<file path="src/shared/spi_status_readout_defines.svh">
// Constants of the serial status readout block
`ifndef SPI_STATUS_READOUT_DEFINES_SVH
`define SPI_STATUS_READOUT_DEFINES_SVH
// Frame layout: mode field, select field, data field, MSB first
`define FRAME_BITS 16
`define HDR_BITS 6
`define CNT_W 5
`define DATA_W 10
`define MODE_MSB 15
`define MODE_LSB 13
`define SEL_MSB 12
`define SEL_LSB 10
// Limp word layout inside the data field
`define LIMP_ON_BIT 5
`define RR_MSB 4
`define RR_LSB 3
`define LH_MSB 2
`define LH_LSB 0
// Wake flags that mirror a live condition and survive a read
`define WAKE_LIVE_MASK 10'h300
// Register byte offsets
`define ADDR_W 12
`define OFS_MODE 12'h000
`define OFS_CONFIG 12'h004
`define OFS_WAKE 12'h008
`define OFS_LIMP 12'h00C
`define OFS_STATUS 12'h010
// Mode register fields
`define MR_BY_MCU_BIT 3
`define MR_HW13_BIT 4
// Reset values
`define RST_CONFIG 10'h000
`define RST_LIMP_CODE 3'h0
`define RST_RR 2'h0
`endif

</file>
<file path="src/shared/spi_status_readout_pkg.sv">
// Types of the serial status readout block
package spi_status_readout_pkg;
  // Chip mode codes, also the frame mode field
  typedef enum logic [2:0] {
    MODE_NORMAL = 3'h0,
    MODE_SLEEP = 3'h1,
    MODE_RESTART = 3'h2,
    MODE_FAILSAFE = 3'h3,
    MODE_INIT = 3'h4,
    MODE_READ_ONLY = 3'h7
  } chip_mode_t;
  // Configuration select codes
  typedef enum logic [2:0] {
    SEL_CONFIG = 3'h0,
    SEL_WAKE = 3'h1,
    SEL_STATUS = 3'h2,
    SEL_LIMP = 3'h7
  } cfg_sel_t;
  // Frame sequencer states
  typedef enum logic [2:0] {
    ST_IDLE = 3'b001,
    ST_SHIFT = 3'b010,
    ST_APPLY = 3'b100
  } frame_state_t;
endpackage

</file>
<file path="src/hdl/spi_status_readout.sv">
// Serial slave response selection with APB register access
// Overview of operation
// - Non read-only frames return the word selected by the previous frame
// - First normal-mode frame reports prior mode with sleep/fail-safe/init word
// - Prior restart on failure, config 1/3: report restart, limp word
// - Prior restart commanded by controller: report restart, config word
// - First-frame automatic readout leaves all flags untouched
// - Read-only code in mode field marks a read-only request
// - Read-only clears selected interrupt flags except live-state ones
// - Read-only writes no configuration and keeps the chip mode
// - Read-only frame counts as watchdog service
// - Read-only frame returns its own selected word in the same frame
// - Reset reason cleared by read-only readout of the limp word or arrival in normal from sleep/fail-safe
// - Limp failure code returns to zero when a frame switches limp output off
//
// Register access over APB and the register offsets were decided locally.
`include "spi_status_readout_defines.svh"
module spi_status_readout
  import spi_status_readout_pkg::*;
(
  // Clock and reset
  input wire logic CLK_SYS_I,
  input wire logic SYS_RST_I,
  // APB slave
  input wire logic PSEL_I,
  input wire logic PENABLE_I,
  input wire logic PWRITE_I,
  input wire logic [11:0] PADDR_I,
  input wire logic [31:0] PWDATA_I,
  output logic [31:0] PRDATA_O,
  output logic PREADY_O,
  output logic PSLVERR_O,
  // Serial link pins
  input wire logic SPI_CLK_I,
  input wire logic SPI_CS_N_I,
  input wire logic SPI_SDI_I,
  output logic SPI_SDO_O,
  output logic SPI_SDO_OE_O,
  // Chip side outputs
  output logic WD_SERVICE_O,
  output logic LIMP_ON_O
);

  ////////////////////////////////////////////////////////////////////////////
  // Pin synchronisers
  logic [2:0] pin_raw;
  logic [2:0] pin_meta_reg;
  logic [2:0] pin_sync_reg;
  assign pin_raw = {SPI_CLK_I, SPI_CS_N_I, SPI_SDI_I};

  genvar gi;
  generate
    for (gi = 0; gi < 3; gi = gi + 1) begin : g_sync
      // Two flops per pin
      always_ff @(posedge CLK_SYS_I) begin
        if (SYS_RST_I) begin
          pin_meta_reg[gi] <= (gi == 1);
          pin_sync_reg[gi] <= (gi == 1);
        end else begin
          pin_meta_reg[gi] <= pin_raw[gi];
          pin_sync_reg[gi] <= pin_meta_reg[gi];
        end
      end
    end
  endgenerate

  logic sclk_s, cs_n_s, sdi_s;
  logic sclk_d_reg, cs_n_d_reg;
  logic sclk_rise, sclk_fall, cs_fall, cs_rise;
  assign {sclk_s, cs_n_s, sdi_s} = pin_sync_reg;

  // Edge detection on synchronised pins
  always_ff @(posedge CLK_SYS_I) begin
    if (SYS_RST_I) begin
      sclk_d_reg <= 1'b0;
      cs_n_d_reg <= 1'b1;
    end else begin
      sclk_d_reg <= sclk_s;
      cs_n_d_reg <= cs_n_s;
    end
  end
  assign sclk_rise = sclk_s & ~sclk_d_reg & ~cs_n_s;
  assign sclk_fall = ~sclk_s & sclk_d_reg & ~cs_n_s;
  assign cs_fall = ~cs_n_s & cs_n_d_reg;
  assign cs_rise = cs_n_s & ~cs_n_d_reg;

  ////////////////////////////////////////////////////////////////////////////
  // State registers
  chip_mode_t chip_mode_reg, prior_mode_reg;
  logic by_mcu_reg, hw13_reg, first_pending_reg;
  logic [`DATA_W-1:0] config_reg, wake_reg;
  logic [2:0] limp_code_reg;
  logic [1:0] rr_reg;
  logic limp_on_reg;
  logic [7:0] frame_cnt_reg;
  cfg_sel_t prev_sel_reg;
  frame_state_t state_reg;
  logic [`CNT_W-1:0] bit_cnt_reg;
  logic [`FRAME_BITS-1:0] rx_reg, tx_reg, cmd_reg;
  logic [`FRAME_BITS-1:0] rx_next;
  logic [31:0] status_word;

  // Data field for a configuration select code
  function automatic logic [`DATA_W-1:0] word_select(input logic [2:0] sel);
    logic [`DATA_W-1:0] w;
    w = '0;
    unique case (sel)
      SEL_CONFIG: w = config_reg;
      SEL_WAKE: w = wake_reg;
      SEL_STATUS: w = status_word[`DATA_W-1:0];
      SEL_LIMP: w = {4'h0, limp_on_reg, rr_reg, limp_code_reg};
      default: w = '0;
    endcase
    return w;
  endfunction

  // Decoded command held after the frame
  chip_mode_t cmd_mode;
  logic [2:0] cmd_sel;
  logic [`DATA_W-1:0] cmd_data;
  logic cmd_ro, apply;
  assign cmd_mode = chip_mode_t'(cmd_reg[`MODE_MSB:`MODE_LSB]);
  assign cmd_sel = cmd_reg[`SEL_MSB:`SEL_LSB];
  assign cmd_data = cmd_reg[`DATA_W-1:0];
  assign cmd_ro = (cmd_mode == MODE_READ_ONLY);
  assign apply = (state_reg == ST_APPLY);
  assign rx_next = {rx_reg[`FRAME_BITS-2:0], sdi_s};

  ////////////////////////////////////////////////////////////////////////////
  // APB access decode
  logic apb_acc, apb_wr;
  assign apb_acc = PSEL_I & PENABLE_I & ~PREADY_O;
  // Writes land on the completing edge, while ready stands
  assign apb_wr = PSEL_I & PENABLE_I & PREADY_O & PWRITE_I;

  // Chip mode source: APB write or non read-only command
  chip_mode_t mode_next;
  logic mode_wr;
  always_comb begin
    mode_wr = 1'b0;
    mode_next = chip_mode_reg;
    if (apb_wr && PADDR_I == `OFS_MODE) begin
      mode_wr = 1'b1;
      mode_next = chip_mode_t'(PWDATA_I[2:0]);
    end else if (apply && !cmd_ro) begin
      mode_wr = 1'b1;
      mode_next = cmd_mode;
    end
  end

  logic enter_normal;
  assign enter_normal = mode_wr && mode_next == MODE_NORMAL &&
                        chip_mode_reg != MODE_NORMAL;

  // Chip mode, restart cause and strap
  always_ff @(posedge CLK_SYS_I) begin
    if (SYS_RST_I) begin
      chip_mode_reg <= MODE_INIT;
      by_mcu_reg <= 1'b0;
      hw13_reg <= 1'b0;
    end else begin
      if (mode_wr) begin
        chip_mode_reg <= mode_next;
      end
      if (apb_wr && PADDR_I == `OFS_MODE) begin
        by_mcu_reg <= PWDATA_I[`MR_BY_MCU_BIT];
        hw13_reg <= PWDATA_I[`MR_HW13_BIT];
      end else if (apply && !cmd_ro && cmd_mode == MODE_RESTART) begin
        by_mcu_reg <= 1'b1;
      end
    end
  end

  // Track prior mode for first frame
  always_ff @(posedge CLK_SYS_I) begin
    if (SYS_RST_I) begin
      prior_mode_reg <= MODE_INIT;
      first_pending_reg <= 1'b0;
    end else if (enter_normal) begin
      prior_mode_reg <= chip_mode_reg;
      first_pending_reg <= 1'b1;
    end else if (apply) begin
      first_pending_reg <= 1'b0;
    end
  end

  // Configuration word
  always_ff @(posedge CLK_SYS_I) begin
    if (SYS_RST_I) begin
      config_reg <= `RST_CONFIG;
    end else if (apb_wr && PADDR_I == `OFS_CONFIG) begin
      config_reg <= PWDATA_I[`DATA_W-1:0];
    end else if (apply && !cmd_ro && cmd_sel == SEL_CONFIG) begin
      config_reg <= cmd_data;
    end
  end

  // Wake flags: events set, read-only clears, set wins
  always_ff @(posedge CLK_SYS_I) begin
    if (SYS_RST_I) begin
      wake_reg <= '0;
    end else begin
      wake_reg <= (apb_wr && PADDR_I == `OFS_WAKE) ?
                  (wake_reg | PWDATA_I[`DATA_W-1:0]) : wake_reg;
      if (apply && cmd_ro && cmd_sel == SEL_WAKE) begin
        wake_reg <= (wake_reg & `WAKE_LIVE_MASK) |
                    ((apb_wr && PADDR_I == `OFS_WAKE) ?
                     PWDATA_I[`DATA_W-1:0] : '0);
      end
    end
  end

  // Limp output, failure code and reset reason
  logic limp_set, rr_clr;
  assign limp_set = apb_wr && PADDR_I == `OFS_LIMP;
  // Clear on read-only limp readout or arrival in normal from sleep/fail-safe
  assign rr_clr = (apply && cmd_ro && cmd_sel == SEL_LIMP) ||
                  (enter_normal && (chip_mode_reg == MODE_SLEEP ||
                                    chip_mode_reg == MODE_FAILSAFE));
  always_ff @(posedge CLK_SYS_I) begin
    if (SYS_RST_I) begin
      limp_code_reg <= `RST_LIMP_CODE;
      rr_reg <= `RST_RR;
      limp_on_reg <= 1'b0;
    end else begin
      if (apply && !cmd_ro && cmd_sel == SEL_LIMP &&
          !cmd_data[`LIMP_ON_BIT]) begin
        limp_on_reg <= 1'b0;
        limp_code_reg <= 3'h0;
      end
      if (rr_clr) begin
        rr_reg <= 2'h0;
      end
      if (limp_set) begin
        limp_on_reg <= PWDATA_I[`LIMP_ON_BIT];
        limp_code_reg <= PWDATA_I[`LH_MSB:`LH_LSB];
        rr_reg <= PWDATA_I[`RR_MSB:`RR_LSB];
      end
    end
  end
  assign status_word = {14'h0, frame_cnt_reg, cmd_reg[`MODE_MSB:`MODE_LSB],
                        prev_sel_reg, prior_mode_reg, first_pending_reg};

  ////////////////////////////////////////////////////////////////////////////
  // Frame sequencer
  always_ff @(posedge CLK_SYS_I) begin
    if (SYS_RST_I) begin
      state_reg <= ST_IDLE;
    end else begin
      unique case (state_reg)
        ST_IDLE: begin
          if (cs_fall) begin
            state_reg <= ST_SHIFT;
          end
        end
        ST_SHIFT: begin
          if (cs_rise) begin
            state_reg <= (bit_cnt_reg == `CNT_W'(`FRAME_BITS)) ?
                         ST_APPLY : ST_IDLE;
          end
        end
        ST_APPLY: state_reg <= ST_IDLE;
      endcase
    end
  end

  // Receive shift and bit count
  always_ff @(posedge CLK_SYS_I) begin
    if (SYS_RST_I) begin
      rx_reg <= '0;
      bit_cnt_reg <= '0;
      cmd_reg <= '0;
    end else if (cs_fall) begin
      bit_cnt_reg <= '0;
    end else if (state_reg == ST_SHIFT && sclk_rise) begin
      rx_reg <= rx_next;
      if (bit_cnt_reg != `CNT_W'(`FRAME_BITS)) begin
        bit_cnt_reg <= bit_cnt_reg + `CNT_W'(1);
      end
    end else if (state_reg == ST_SHIFT && cs_rise &&
                 bit_cnt_reg == `CNT_W'(`FRAME_BITS)) begin
      cmd_reg <= rx_reg;
    end
  end

  // Header and word chosen at frame start
  logic [`FRAME_BITS-1:0] start_word;
  always_comb begin
    start_word = {chip_mode_reg, prev_sel_reg, word_select(prev_sel_reg)};
    if (first_pending_reg) begin
      unique case (prior_mode_reg)
        MODE_SLEEP: start_word = {MODE_SLEEP, SEL_WAKE, wake_reg};
        MODE_FAILSAFE: start_word = {MODE_FAILSAFE, SEL_LIMP,
                                     word_select(SEL_LIMP)};
        MODE_RESTART: begin
          if (by_mcu_reg) begin
            start_word = {MODE_RESTART, SEL_CONFIG, config_reg};
          end else if (hw13_reg) begin
            start_word = {MODE_RESTART, SEL_LIMP, word_select(SEL_LIMP)};
          end else begin
            start_word = {MODE_RESTART, SEL_CONFIG, config_reg};
          end
        end
        default: start_word = {prior_mode_reg, SEL_CONFIG, config_reg};
      endcase
    end
  end

  // Transmit shift, output data and enable
  always_ff @(posedge CLK_SYS_I) begin
    if (SYS_RST_I) begin
      tx_reg <= '0;
      SPI_SDO_O <= 1'b0;
      SPI_SDO_OE_O <= 1'b0;
    end else begin
      SPI_SDO_OE_O <= ~cs_n_s;
      if (cs_fall) begin
        // Reply lags request by one frame
        SPI_SDO_O <= start_word[`FRAME_BITS-1];
        tx_reg <= {start_word[`FRAME_BITS-2:0], 1'b0};
      end else if (state_reg == ST_SHIFT && sclk_rise &&
                   bit_cnt_reg == `CNT_W'(`HDR_BITS - 1) &&
                   rx_next[5:3] == MODE_READ_ONLY) begin
        tx_reg <= {word_select(rx_next[2:0]), 6'h0};
      end else if (state_reg == ST_SHIFT && sclk_fall) begin
        SPI_SDO_O <= tx_reg[`FRAME_BITS-1];
        tx_reg <= {tx_reg[`FRAME_BITS-2:0], 1'b0};
      end
    end
  end

  // Previous select, frame count, watchdog service
  always_ff @(posedge CLK_SYS_I) begin
    if (SYS_RST_I) begin
      prev_sel_reg <= SEL_CONFIG;
      frame_cnt_reg <= '0;
      WD_SERVICE_O <= 1'b0;
    end else begin
      WD_SERVICE_O <= apply;
      if (apply) begin
        prev_sel_reg <= cfg_sel_t'(cmd_sel);
        frame_cnt_reg <= frame_cnt_reg + 8'h01;
      end
    end
  end

  always_ff @(posedge CLK_SYS_I) begin
    if (SYS_RST_I) begin
      LIMP_ON_O <= 1'b0;
    end else begin
      LIMP_ON_O <= limp_on_reg;
    end
  end

  ////////////////////////////////////////////////////////////////////////////
  // APB answer: one wait state, registered data
  always_ff @(posedge CLK_SYS_I) begin
    if (SYS_RST_I) begin
      PREADY_O <= 1'b0;
      PRDATA_O <= '0;
      PSLVERR_O <= 1'b0;
    end else begin
      PREADY_O <= apb_acc;
      PSLVERR_O <= 1'b0;
      PRDATA_O <= '0;
      if (apb_acc) begin
        unique case (PADDR_I)
          `OFS_MODE: PRDATA_O <= {27'h0, hw13_reg, by_mcu_reg, chip_mode_reg};
          `OFS_CONFIG: PRDATA_O <= {22'h0, config_reg};
          `OFS_WAKE: PRDATA_O <= {22'h0, wake_reg};
          `OFS_LIMP: PRDATA_O <= {26'h0, limp_on_reg, rr_reg, limp_code_reg};
          `OFS_STATUS: PRDATA_O <= status_word;
          default: PSLVERR_O <= 1'b1;
        endcase
      end
    end
  end

endmodule // spi_status_readout

</file>
<file path="config.mk">
export PLATFORM = sky130hd
export DESIGN_NAME = spi_status_readout
export DESIGN_NICKNAME = d
export VERILOG_FILES = /design/src/shared/spi_status_readout_pkg.sv /design/src/hdl/spi_status_readout.sv
export VERILOG_INCLUDE_DIRS = /design/src /design/src/shared
export SDC_FILE = /design/constraint.sdc
export NUM_CORES = 1
export LEC_CHECK = 0
export BUFFER_PORTS_ARGS = -buffer_cell sky130_fd_sc_hd__buf_2
export CAP_MARGIN = 20
export CORE_ASPECT_RATIO = 1.75
export CORE_UTILIZATION = 57
export CTS_CLUSTER_SIZE = 25
export DETAILED_ROUTE_END_ITERATION = 8
export PLACE_DENSITY = 0.79
export SLEW_MARGIN = 20
export SYNTH_ARGS = -nofsm -noshare
export SYNTH_HDL_FRONTEND = slang
export SYNTH_SLANG_ARGS = --single-unit
</file>
<file path="constraint.sdc">
create_clock -name CLK_SYS_I -period 2.68 [get_ports CLK_SYS_I]
set_clock_uncertainty 0.05 [all_clocks]
set_input_delay 0.134 -clock CLK_SYS_I [delete_from_list [all_inputs] [get_ports CLK_SYS_I]]
set_output_delay 0.134 -clock CLK_SYS_I [all_outputs]
set_load 0.05 [all_outputs]
</file>
# Word-level counts from Yosys, hierarchy flattened
# Index checks and enable logic that the tools add are counted.
# Widths: inputs -> output; s select.
dict set report op_classes {
  bitwise_logic 20
  n_reduce_logical 47
  n_addsub 2
  shifts 0
  div 0
  n_eq_ne 29
  mux 37
  magnitude_cmp 0
  mul 0
}
# cell n
set op_table {}
lappend op_table {{$pmux 18 s5} 1}
lappend op_table {{$pmux 10 s4} 2}
lappend op_table {{$mux 16} 4}
lappend op_table {{$mux 10} 5}
lappend op_table {{$pmux 16 s3} 1}
lappend op_table {{$mux 13} 2}
lappend op_table {{$eq 12x4->1 const B} 2}
lappend op_table {{$eq 3x2->1 const B} 7}
lappend op_table {{$logic_and 1x1->1} 21}
lappend op_table {{$mux 3} 7}
lappend op_table {{$or 10x10->10} 2}
lappend op_table {{$eq 3x1->1 const B} 6}
lappend op_table {{$eq 3x3->1 const B} 6}
lappend op_table {{$reduce_bool 2->1} 7}
lappend op_table {{$eq 12x3->1 const B} 1}
lappend op_table {{$eq 12x5->1 const B} 1}
lappend op_table {{$logic_not 12->1} 1}
lappend op_table {{$logic_not 3->1} 4}
lappend op_table {{$mux 1} 12}
lappend op_table {{$and 1x1->1} 10}
lappend op_table {{$pmux 3 s3} 1}
lappend op_table {{$add 8x1->8 const B} 1}
lappend op_table {{$not 1->1} 8}
lappend op_table {{$reduce_and 2->1} 4}
lappend op_table {{other kinds (12)} 19}
dict set report word_totals {
  output_inout_bits 38
  romBits 0
  latchBits 0
  ff_bits 147
  inputBits 52
  ramBits 0
  memories 0
}

# Longest topological paths before layout
# Gate-level depths: netlist of the first run.
dict set report depth {
  word_depth 12
  mapped_depth 8
}

# Worst setup path before layout of the first run
# Ideal clock, no wire load.
dict set report synth_timing {
  kind {reg2reg}
  from {register state_reg[0]}
  to {register tx_reg[15]}
  setup_ns 0.091
  period_less_slack_ns 2.230
  required_ns 2.539
  path_stages_with_launch 8
  path_buffers 2
  arrival_time_ns 2.089
  setup_slack_ns 0.450
  cell_sequence {dfxtp_1 -> or4b_1 -> clkbuf_1 -> or3_1 -> buf_2 -> nor4_4 -> nand2_1 -> a311oi_1}
}
dict set report synth_between {
  elab_chain_cells 6
  word_cells_on_any_way 8
  cone_classes {eq/ne: 1; mux: 2; reduce/logical: 5}
}
# element line_no
set synth_lines {}
lappend synth_lines {{from (decl)} spi_status_readout.sv:97} ;# frame_state_t state_reg;
lappend synth_lines {{from (signal assigned)} spi_status_readout.sv:258} ;# state_reg <= (bit_cnt_reg == `CNT_W'(`FRAME_BITS)) ?
lappend synth_lines {{$eq 3x2->1 (*)} {spi_status_readout.sv:321, spi_status_readout.sv:325}}
lappend synth_lines {{$logic_and 1x1->1 (3 in series)} spi_status_readout.sv:321} ;# end else if (state_reg == ST_SHIFT && sclk_rise &&
lappend synth_lines {{$mux 16} spi_status_readout.sv:321}
lappend synth_lines {{$mux 16} spi_status_readout.sv:317} ;# if (cs_fall) begin
lappend synth_lines {{to (signal assigned)} spi_status_readout.sv:320} ;# tx_reg <= {start_word[`FRAME_BITS-2:0], 1'b0};
lappend synth_lines {{to (signal assigned)} spi_status_readout.sv:324} ;# tx_reg <= {word_select(rx_next[2:0]), 6'h0};
lappend synth_lines {{to (signal assigned)} spi_status_readout.sv:327} ;# tx_reg <= {tx_reg[`FRAME_BITS-2:0], 1'b0};
lappend synth_lines {{to (decl)} spi_status_readout.sv:99} ;# logic [`FRAME_BITS-1:0] rx_reg, tx_reg, cmd_reg;
# Every way passes the cells marked *; elsewhere a longest branch is shown, timed or not.
# A chain may end at the register's enable or synchronous reset.

# Final worst setup path of the first run
dict set report layout_timing {
  from {register state_reg[0]}
  to {register tx_reg[3]}
}
# The elaborated chain is that of the path after synthesis.

==> results of run 1 <==
## power by group through the flow
stage | Sequential [W] | Combinational (W) | Clock (W)
5_1_grt | 0.00201 | 0.000228 | 0.00235
2_1_floorplan | 0.00206 | 0.000149 | 0
3_3_place_gp | 0.00205 | 0.000196 | 0
4_1_cts | 0.00201 | 0.000212 | 0.00225
3_5_place_dp | 0.00205 | 0.000201 | 0
6_report | 0.00201 | 0.000215 | 0.00225
## layer usage
metal	GRT usage [%]	vias up	routed length, µm
met5	0	-	0
met4	20.21	0	890
met3	5.243	72	1061
met2	58.07	255	9698
met1	36.52	2710	6589
li1	-	2713	-
## path summary, 6_finish.rpt
check,endpoint,slack (ns),cells after the start
hold / removal,limp_code_reg[1],0.01,2
setup / recovery,tx_reg[3],0.19,5
setup reg to reg,tx_reg[3],0.19,5
hold reg to reg,cs_n_s,0.37,1
## kinds of logic after synthesis
kind of cell	synth area share (%)
xor gates and xnor gates	1.677
other	0.05982
and+or+nand+nor	21.70
AOI/OAI and AO/OA	20.08
DFF	42.47
muxes	7.705
buffers and inverters	5.509
adders and majority gates	0.7984
## area by class of cell
cell class              instances  area [µm²]  share of cell area (%)
well taps                     130       162.7                   2.230
flip-flops and latches        133        2663                   36.50
clock inverters                13       125.1                   1.715
inverters                       9       33.78                  0.4631
multi-input cells             536        3314                   45.44
repair buffers                 88       553.0                   7.581
clock buffers                  19       442.9                   6.072
## metrics by stage
stage	cell area, µm²	total power, W	setup slack (ns)	instances	hold slack, ns
after floorplan	6317	0.002209	0.4498	744	0.1878
after global placement	6626	0.002249	0.2968	886	0.2683
after CTS	7295	0.004477	0.1999	928	0.001033
final	7295	0.004478	0.1901	928	0.01102
after detailed placement	6626	0.002256	0.2135	886	0.2704
after global routing	7295	0.004589	0.01895	928	0.01432
## critical path: cells and delay by family, from the launching register on
kind            cells  cell delay (ns)
compound gates      3             1.03
simple gates        2             0.97
flops               1             0.35
## layout by cell type, fill, tap and decap left out, types with 8 or more instances in the layout
cell type and count:
a211oi_1 18, clkbuf_16 17, dfxtp_1 133, o21ai_0 27, buf_4 25, nor3_1 17
mux2i_1 46, nand3_1 14, nand2_1 86, nor2b_1 18, a22oi_1 15, xor2_1 8
conb_1 14, a21oi_1 38, dlygate4sd3_1 10, buf_2 53, inv_1 9, a22o_1 25
and3_1 9, nor2_1 81
==> results.toml, run 1 <==
[cells_and_area]
nets = 841
fillers = 866
largest_register_ffs = 18
drive_gt1_share_pct = 15.91
diodes = 0
finalCoreUtilization_pct = 68.19
syn2layout_area_growth_pct = 16.37

[timing]
fmax_mhz = 401.6
min_period_ns = 2.490
setup_viol = 0
slew-limit-headroom_pct = 44.32
setup_tns_ns = 0
fin_crit_sh_pct = 92.91
rsz0062_at_grt = "false"
slew_viol_final = 0
worstMarginPinSlew_ns = 0.8314
hold_viol = 0

[power]
p_seq_share_pct = 44.9
p_switching_w = 0.001103
power_frac_comb_pct = 4.8
intPower_w = 0.003375
p_leak_nw = 2.858
switching_share_pct = 24.62
powerDensity_nw_per_um2 = 613.9
irDropWorstVdd_v = 0.0005218
clkPwrFrac_pct = 50.3

[clock_network]
postCtsSetupBuffers = 0
cts_max_path_buffers = 2
cts.clk_slew.worst_paths_ns = 0.06
insertion_delay_ns = 0.42
hold_buffers = 10
cts_sinks = 133
cts_buffers = 17
htree_levels = 4
cts_resized = 0
cts_root_buffer = "clkbuf_16"
tritoncts = "yes"

[synthesis]
syn_inst = 731
synth.most_common_cell = "dfxtp_1"
ys.warnings.count = 0
ys_async_sr_fraction_pct = 0
synth-main-ff-cell = "dfxtp_1"
avgSynthCellArea_um2 = 8.575
synth_area_um2 = 6269
seq_area_frac_synth_pct = 42.48
synth-seq-cells = 133
synth-edff-count = 0
yosysTopAreaCellShare_pct = 42.48
synth_top_area_cell = "dfxtp_1"
synthTopCellsByCount = "133 x dfxtp_1, 86 x nand2_1, 81 x nor2_1"
synth_area_leaders = "dfxtp_1 42%, mux2i_1 7.3%, nand2_1 5.1%"
synth_cell_types = 59

[global_routing]
grt_use_total_pct = 33.31
grt_pass1_wl_um = 28550
grt_overflow = 0
grt_max_degree = 29
grt_pass1_vias = 5658
grt_antenna_before_repair = 0

[route]
dr.pass1.iters = 5
route.vias.total = 5750
wl_per_cell_um = 19.66
wirelength_um = 18240
drcViolationCount = 0
ant_nets = 0
first_iter_violations = 464
vias_per_cell = 6.196

[critical_path]
arrival_ns = 2.78
crit_slowest_cell = "o41a_1"
worst-setup-path-type = "reg2reg"
worst-path-max-fanout = 17
timing.rr.start = "state_reg[0]"
cp_cell_sequence = "or4b_1, o41a_1, nand2_2, o221ai_1, a31oi_1"
crit_path_max_incr_delay_ns = 0.68
critPathLaunchType = "flip-flop"
end_kind = "flip-flop"
required_ns = 2.97
cp-startpoint = "state_reg[0]"

[die]
start_util_pct = 58.60
die_y_um = 140.7
core_area_um2 = 10700
rows = 50
num_io_pins = 90
chipWidth_um = 81.28
die-area_um2 = 11440

[place]
io_buffers = 53
gp_congestion = 0.9215
hpwlAfterDp_um = 13150

[run_status]
status = "finished, final reports clean"

[run]
drv_cap = 0

[hold_path]
hold_class = "in2reg"
hold_start = "PWDATA_I[1]"
Note: power is estimated with default switching activity, not from simulation.
==> inputs of run 2 (changes only) <==
- PLACE_DENSITY: 0.79 -> 0.87
==> run 2 against run 1 <==
Against the previous run:
- utilization increased by 0.64 points
- worst hold slack improved by 0.20 ns
- wire length increased by 4.4%
- setup slack got worse by 0.017 ns
- largest power group unchanged
==> results.toml, run 2 (same netlist as run 1, synthesis figures left out) <==
[clock_network]
tritoncts = "yes"
cts_buffers = 17
postCtsSetupBuffers = 0
cts_root_buffer = "clkbuf_16"
cts_max_path_buffers = 2
cts_sinks = 133
htree_levels = 4
insertion_delay_ns = 0.42
cts.clk_slew.worst_paths_ns = 0.06

[die]
die_y_um = 140.7
rows = 50
die-area_um2 = 11440
core_area_um2 = 10700
chipWidth_um = 81.28
num_io_pins = 90
start_util_pct = 58.60

[timing]
hold-worst-slack_ns = 0.2065
min_period_ns = 2.507
slew-limit-headroom_pct = 45.89
fin_crit_sh_pct = 93.53
worstMarginPinSlew_ns = 0.8080
slew_viol_final = 0
setup_viol = 0
rsz0062_at_grt = "false"
setup_tns_ns = 0
hold_viol = 0
fmax_mhz = 398.9

[global_routing]
grt_pass1_vias = 5898
grt_max_degree = 56
grt_overflow = 0
grt_antenna_before_repair = 0
grt_use_total_pct = 35.03
grt_pass1_wl_um = 30070

[route]
route.vias.total = 6030
dr.pass1.iters = 5
wirelength_um = 19040
first_iter_violations = 585
ant_nets = 0
vias_per_cell = 6.463
wl_per_cell_um = 20.41
drcViolationCount = 0

[run]
drv_cap = 0

[cells_and_area]
design_area_um2 = 7363
final_common_cell = "dfxtp_1"
syn2layout_area_growth_pct = 17.47
largest_register_ffs = 18
drive_gt1_share_pct = 15.94
final_cell_mix = "133 x dfxtp_1, 86 x nand2_1, 81 x nor2_1, 53 x buf_2, 46 x mux2i_1"
nets = 846
fin_cells = 933
diodes = 0

[place]
io_buffers = 53
hpwlAfterDp_um = 13050
gp_congestion = 0.9697
placed_area_um2 = 6629
post-place-cells = 887

[run_status]
status = "finished, final reports clean"

[critical_path]
path_delay_family = "simple AND/OR/NAND/NOR gates"
critPathLaunchType = "flip-flop"
cp_cell_sequence = "or4b_1, or3b_2, nand2_2, nor2_1, a311oi_1"
crit_slowest_cell = "or3b_2"
cp_num_buf_inv = 0
worst-path-max-fanout = 20
crit_path_max_incr_delay_ns = 0.68
required_ns = 2.95
worst-setup-path-type = "reg2reg"
arrival_ns = 2.77
end_kind = "flip-flop"

[power]
irDropWorstVdd_v = 0.0008103
p_leak_nw = 2.900
powerDensity_nw_per_um2 = 620.4

[hold_path]
hold_class = "in2reg"
## run 2: cell types whose count changed in the layout (fill, tap and decap cells not counted), sizes merged
cell,previous run,this run
buf,78,79
clkinv,4,5
inv,13,15
clkbuf,19,17
bufinv,1,2
dlygate4sd3,10,14
clkinvlp,4,2
## run 2: layer usage
| metal | vias to the layer above | wire length, µm | global-route usage, % |
|---|---|---|---|
| met5 | - | 0 | 0 |
| met4 | 0 | 1438 | 24.34 |
| met3 | 121 | 1360 | 7.961 |
| met2 | 338 | 9808 | 60.88 |
| met1 | 2836 | 6434 | 35.68 |
| li1 | 2735 | - | - |
## run 2: metrics by stage
stage	power, W	utilization, %	worst slack (ns)
after floorplan	0.002209	-	0.4498
after global placement	0.002247	61.96	0.3268
after detailed placement	0.002254	61.96	0.2755
after CTS	0.004563	68.83	0.1811
after global routing	0.004663	68.83	0.004574
final	0.004569	68.83	0.1734
## run 2: final timing paths
check | start | slack, ns | depth (start not counted) | endpoint
setup reg to reg | state_reg[0] | 0.17 | 5 | tx_reg[11]
hold / removal | PADDR_I[3] | 0.21 | 5 | PRDATA_O[5]
setup / recovery | state_reg[0] | 0.17 | 5 | tx_reg[11]
hold reg to reg | pin_meta_reg[1] | 0.39 | 1 | cs_n_s
## run 2: power by group
group / total, W / switching [W] / internal (W) / leakage, nW
clock network: 0.00234 / 0.000943 / 0.00139 / 0.288
registers: 0.00201 / 0.0000140 / 0.00200 / 1.08
logic: 0.000221 / 0.000154 / 0.0000672 / 1.54
## run 2: area by class of cell
cell class	instances	area (µm²)
timing repair buffer	93	600.6
tap	130	162.7
clock buffer	17	425.4
clock inverter	15	168.9
sequential	133	2663
inverter	9	33.78
multi-input combinational	536	3309
fill	811	3334
## run 2: timing repair
item                                   4_1_cts  5_1_grt
hold buffers                                14        0
resized for setup                            0        0
endpoints found under the hold margin       24        0
## run 2: worst register-to-register path: cells and delay by family (launching register included)
family,cells,cell delay [ns]
simple gates,4,1.70
flops,1,0.35
compound gates,1,0.30
==> inputs of run 3 (changes only) <==
- ABC_AREA: default -> 1
- CORE_UTILIZATION: 57 -> 40
- CTS_CLUSTER_DIAMETER: default -> 150
- PLACE_DENSITY: 0.87 -> 0.67
==> run 3 against run 2 <==
Against the previous run:
- non-clock buffer count decreased by 11
- power increased by 3.6%
- critical path depth increased by 2
- count of clock-buffer cells in the layout increased by 1
- largest power group unchanged
==> results.toml, run 3 <==
[timing]
min_period_ns = 2.101
slew-limit-headroom_pct = 54.67
hold-worst-slack_ns = 0.05366
rsz0062_at_grt = "false"
fmax_mhz = 476.0
setup_viol = 0
hold_viol = 0
worstMarginPinSlew_ns = 0.6728
setup_tns_ns = 0
fin_crit_sh_pct = 78.38
slew_viol_final = 0

[cells_and_area]
final_common_cell = "dfxtp_1"
syn2layout_area_growth_pct = 17.50
largest_register_ffs = 18
diodes = 0
fillers = 1608
drive_gt1_share_pct = 16.55
final_cell_mix = "133 x dfxtp_1, 113 x nor2_1, 112 x nand2_1, 104 x inv_1, 93 x o21ai_0"
nets = 1016
finalCoreUtilization_pct = 48.30
regArea_um2 = 2663
design_area_um2 = 7705
multiInputGateArea_um2 = 3212

[clock_network]
cts_root_buffer = "clkbuf_16"
tritoncts = "yes"
cts_buffers = 17
htree_levels = 4
cts_resized = 0
cts.clk_slew.worst_paths_ns = 0.06
insertion_delay_ns = 0.42
cts_max_path_buffers = 2
cts_sinks = 133

[route]
first_iter_violations = 416
dr.pass1.iters = 6
wirelength_um = 20110
vias_per_cell = 5.398
ant_nets = 0
route.vias.total = 6272
drcViolationCount = 0
wl_per_cell_um = 17.31

[critical_path]
cp_cell_sequence = "inv_1, nand3_2, o21ai_0, a21oi_1, a21oi_1, nor2_1, nor2_1"
ff2ff_path_depth = 7
r2r_setup_slack_ns = 0.58
cp_num_buf_inv = 1
worst-setup-path-type = "reg2reg"
path_delay_family = "compound AO/OA/AOI/OAI gates"
crit_slowest_cell = "o21ai_0"
crit_path_max_incr_delay_ns = 0.61
critPathLaunchType = "flip-flop"
required_ns = 2.99
arrival_ns = 2.41
worst-path-max-fanout = 7
r2r-end = "tx_reg[10]"
timing.rr.start = "prev_sel_reg[1]"
end_kind = "flip-flop"

[hold_path]
holdPathEnd = "config_reg[2]"
min_path_cells = 3
hold_class = "in2reg"
hold_start = "PWDATA_I[2]"

[synthesis]
ys_async_sr_fraction_pct = 0
avgSynthCellArea_um2 = 7.343
synth-main-ff-cell = "dfxtp_1"
synth_cell_types = 52
synth_top_area_cell = "dfxtp_1"
synth_area_um2 = 6558
syn_inst = 893
synthTopCellsByCount = "133 x dfxtp_1, 113 x nor2_1, 112 x nand2_1"
synth_area_leaders = "dfxtp_1 41%, o21ai_0 7.1%, nor2_1 6.5%"
synth.most_common_cell = "dfxtp_1"
seq_area_frac_synth_pct = 40.60
synth-edff-count = 0
yosysTopAreaCellShare_pct = 40.60
ys.warnings.count = 0
synth-seq-cells = 133

[die]
rows = 61
die-area_um2 = 16930
core_area_um2 = 15950
die_y_um = 171.4
num_io_pins = 90
start_util_pct = 41.11
chipWidth_um = 98.79

[power]
irDropWorstVdd_v = 0.0003231
p_leak_nw = 3.002
powerDensity_nw_per_um2 = 614.4

[place]
gp_congestion = 0.9566
placed_area_um2 = 6925
hpwlAfterDp_um = 14940
io_buffers = 53

[global_routing]
grt_overflow = 0
grt_pass1_vias = 5840
grt_max_degree = 43
grt_use_total_pct = 24.68
grt_pass1_wl_um = 31350
grt_antenna_before_repair = 0

[run_status]
status = "finished, final reports clean"

[run]
drv_cap = 0
==> run 3: cell count changes after synthesis, sizes merged, moves of 36 or more <==
| cell | change |
|---|---|
| nand2 | +40 |
| o21ai | +76 |
| inv | +102 |
| mux2i | -46 |
| nor2 | +46 |
| a21oi | +36 |
==> run 3: where the power goes <==
part / internal [W] / switching [W]
logic: 0.0000743 / 0.000166
clock network: 0.00157 / 0.000912
registers: 0.00200 / 0.0000161
total: 0.00364 / 0.00109
==> run 3: through the flow <==
stage               setup slack [ns]  std cells  total power (W)
finish                        0.5793       1162         0.004734
global route                  0.4609       1162         0.004881
CTS                           0.6349       1162         0.004775
detailed placement            0.6773       1115         0.002282
global placement              0.7078       1115         0.002279
floorplan                     0.9003        906         0.002231
==> run 3: how the worst max path moves through the flow <==
| stage | start | slack (ns) | cells past startpoint | to |
|---|---|---|---|---|
| finish | prev_sel_reg[1] | 0.58 | 7 | tx_reg[10] |
| global route | state_reg[1] | 0.46 | 7 | tx_reg[15] |
| CTS | cs_n_s | 0.63 | 11 | tx_reg[7] |
| detailed placement | cs_n_s | 0.68 | 11 | tx_reg[7] |
| global placement | prev_sel_reg[1] | 0.71 | 7 | tx_reg[10] |
| floorplan | PREADY_O | 0.90 | 9 | prior_mode_reg[1] |
==> run 3: cell families (layout without fill, tap and decap cells) <==
| group | Yosys count | in the layout | synth area share, % |
|---|---|---|---|
| fa+ha+maj | 4 | 4 | 0.7632 |
| buf+inv | 163 | 230 | 11.16 |
| flops | 133 | 133 | 40.60 |
| compound gates | 241 | 241 | 20.57 |
| other cells | 1 | 14 | 0.05719 |
| xor+xnor | 1 | 1 | 0.1336 |
| simple gates | 350 | 350 | 26.71 |
==> run 3: final cells by class <==
type | count | area share, %
clock buffers | 18 | 5.570
clock inverters | 14 | 2.598
inverters | 116 | 5.765
multi-input cells | 610 | 41.69
flip-flops and latches | 133 | 34.56
well taps | 189 | 3.069
repair buffers | 82 | 6.755
==> run 3: worst reg2reg max path: cells and delay by family, from the launching register on <==
family | cells | cell delay [ns]
flops | 1 | 0.35
simple gates | 3 | 0.40
compound gates | 3 | 0.98
buf+inv | 1 | 0.25
==> run 3: timing repair <==
item | in CTS | in global routing
setup endpoints to repair | 0 | 0
hold buffers | 15 | 0
endpoints found under the hold margin | 25 | 0
buffers inserted | 0 | 0
==> run 3: per-layer routing <==
| metal | part of all wire, % | up-vias | routed length [µm] | track usage, % |
|---|---|---|---|---|
| met4 | 6.0 | 0 | 1210 | 17.59 |
| met5 | 0 | - | 0 | 0 |
| met3 | 4.7 | 56 | 947 | 3.779 |
| met1 | 37 | 2877 | 7423 | 24.99 |
| li1 | - | 3110 | - | - |
| met2 | 52 | 229 | 10530 | 45.73 |
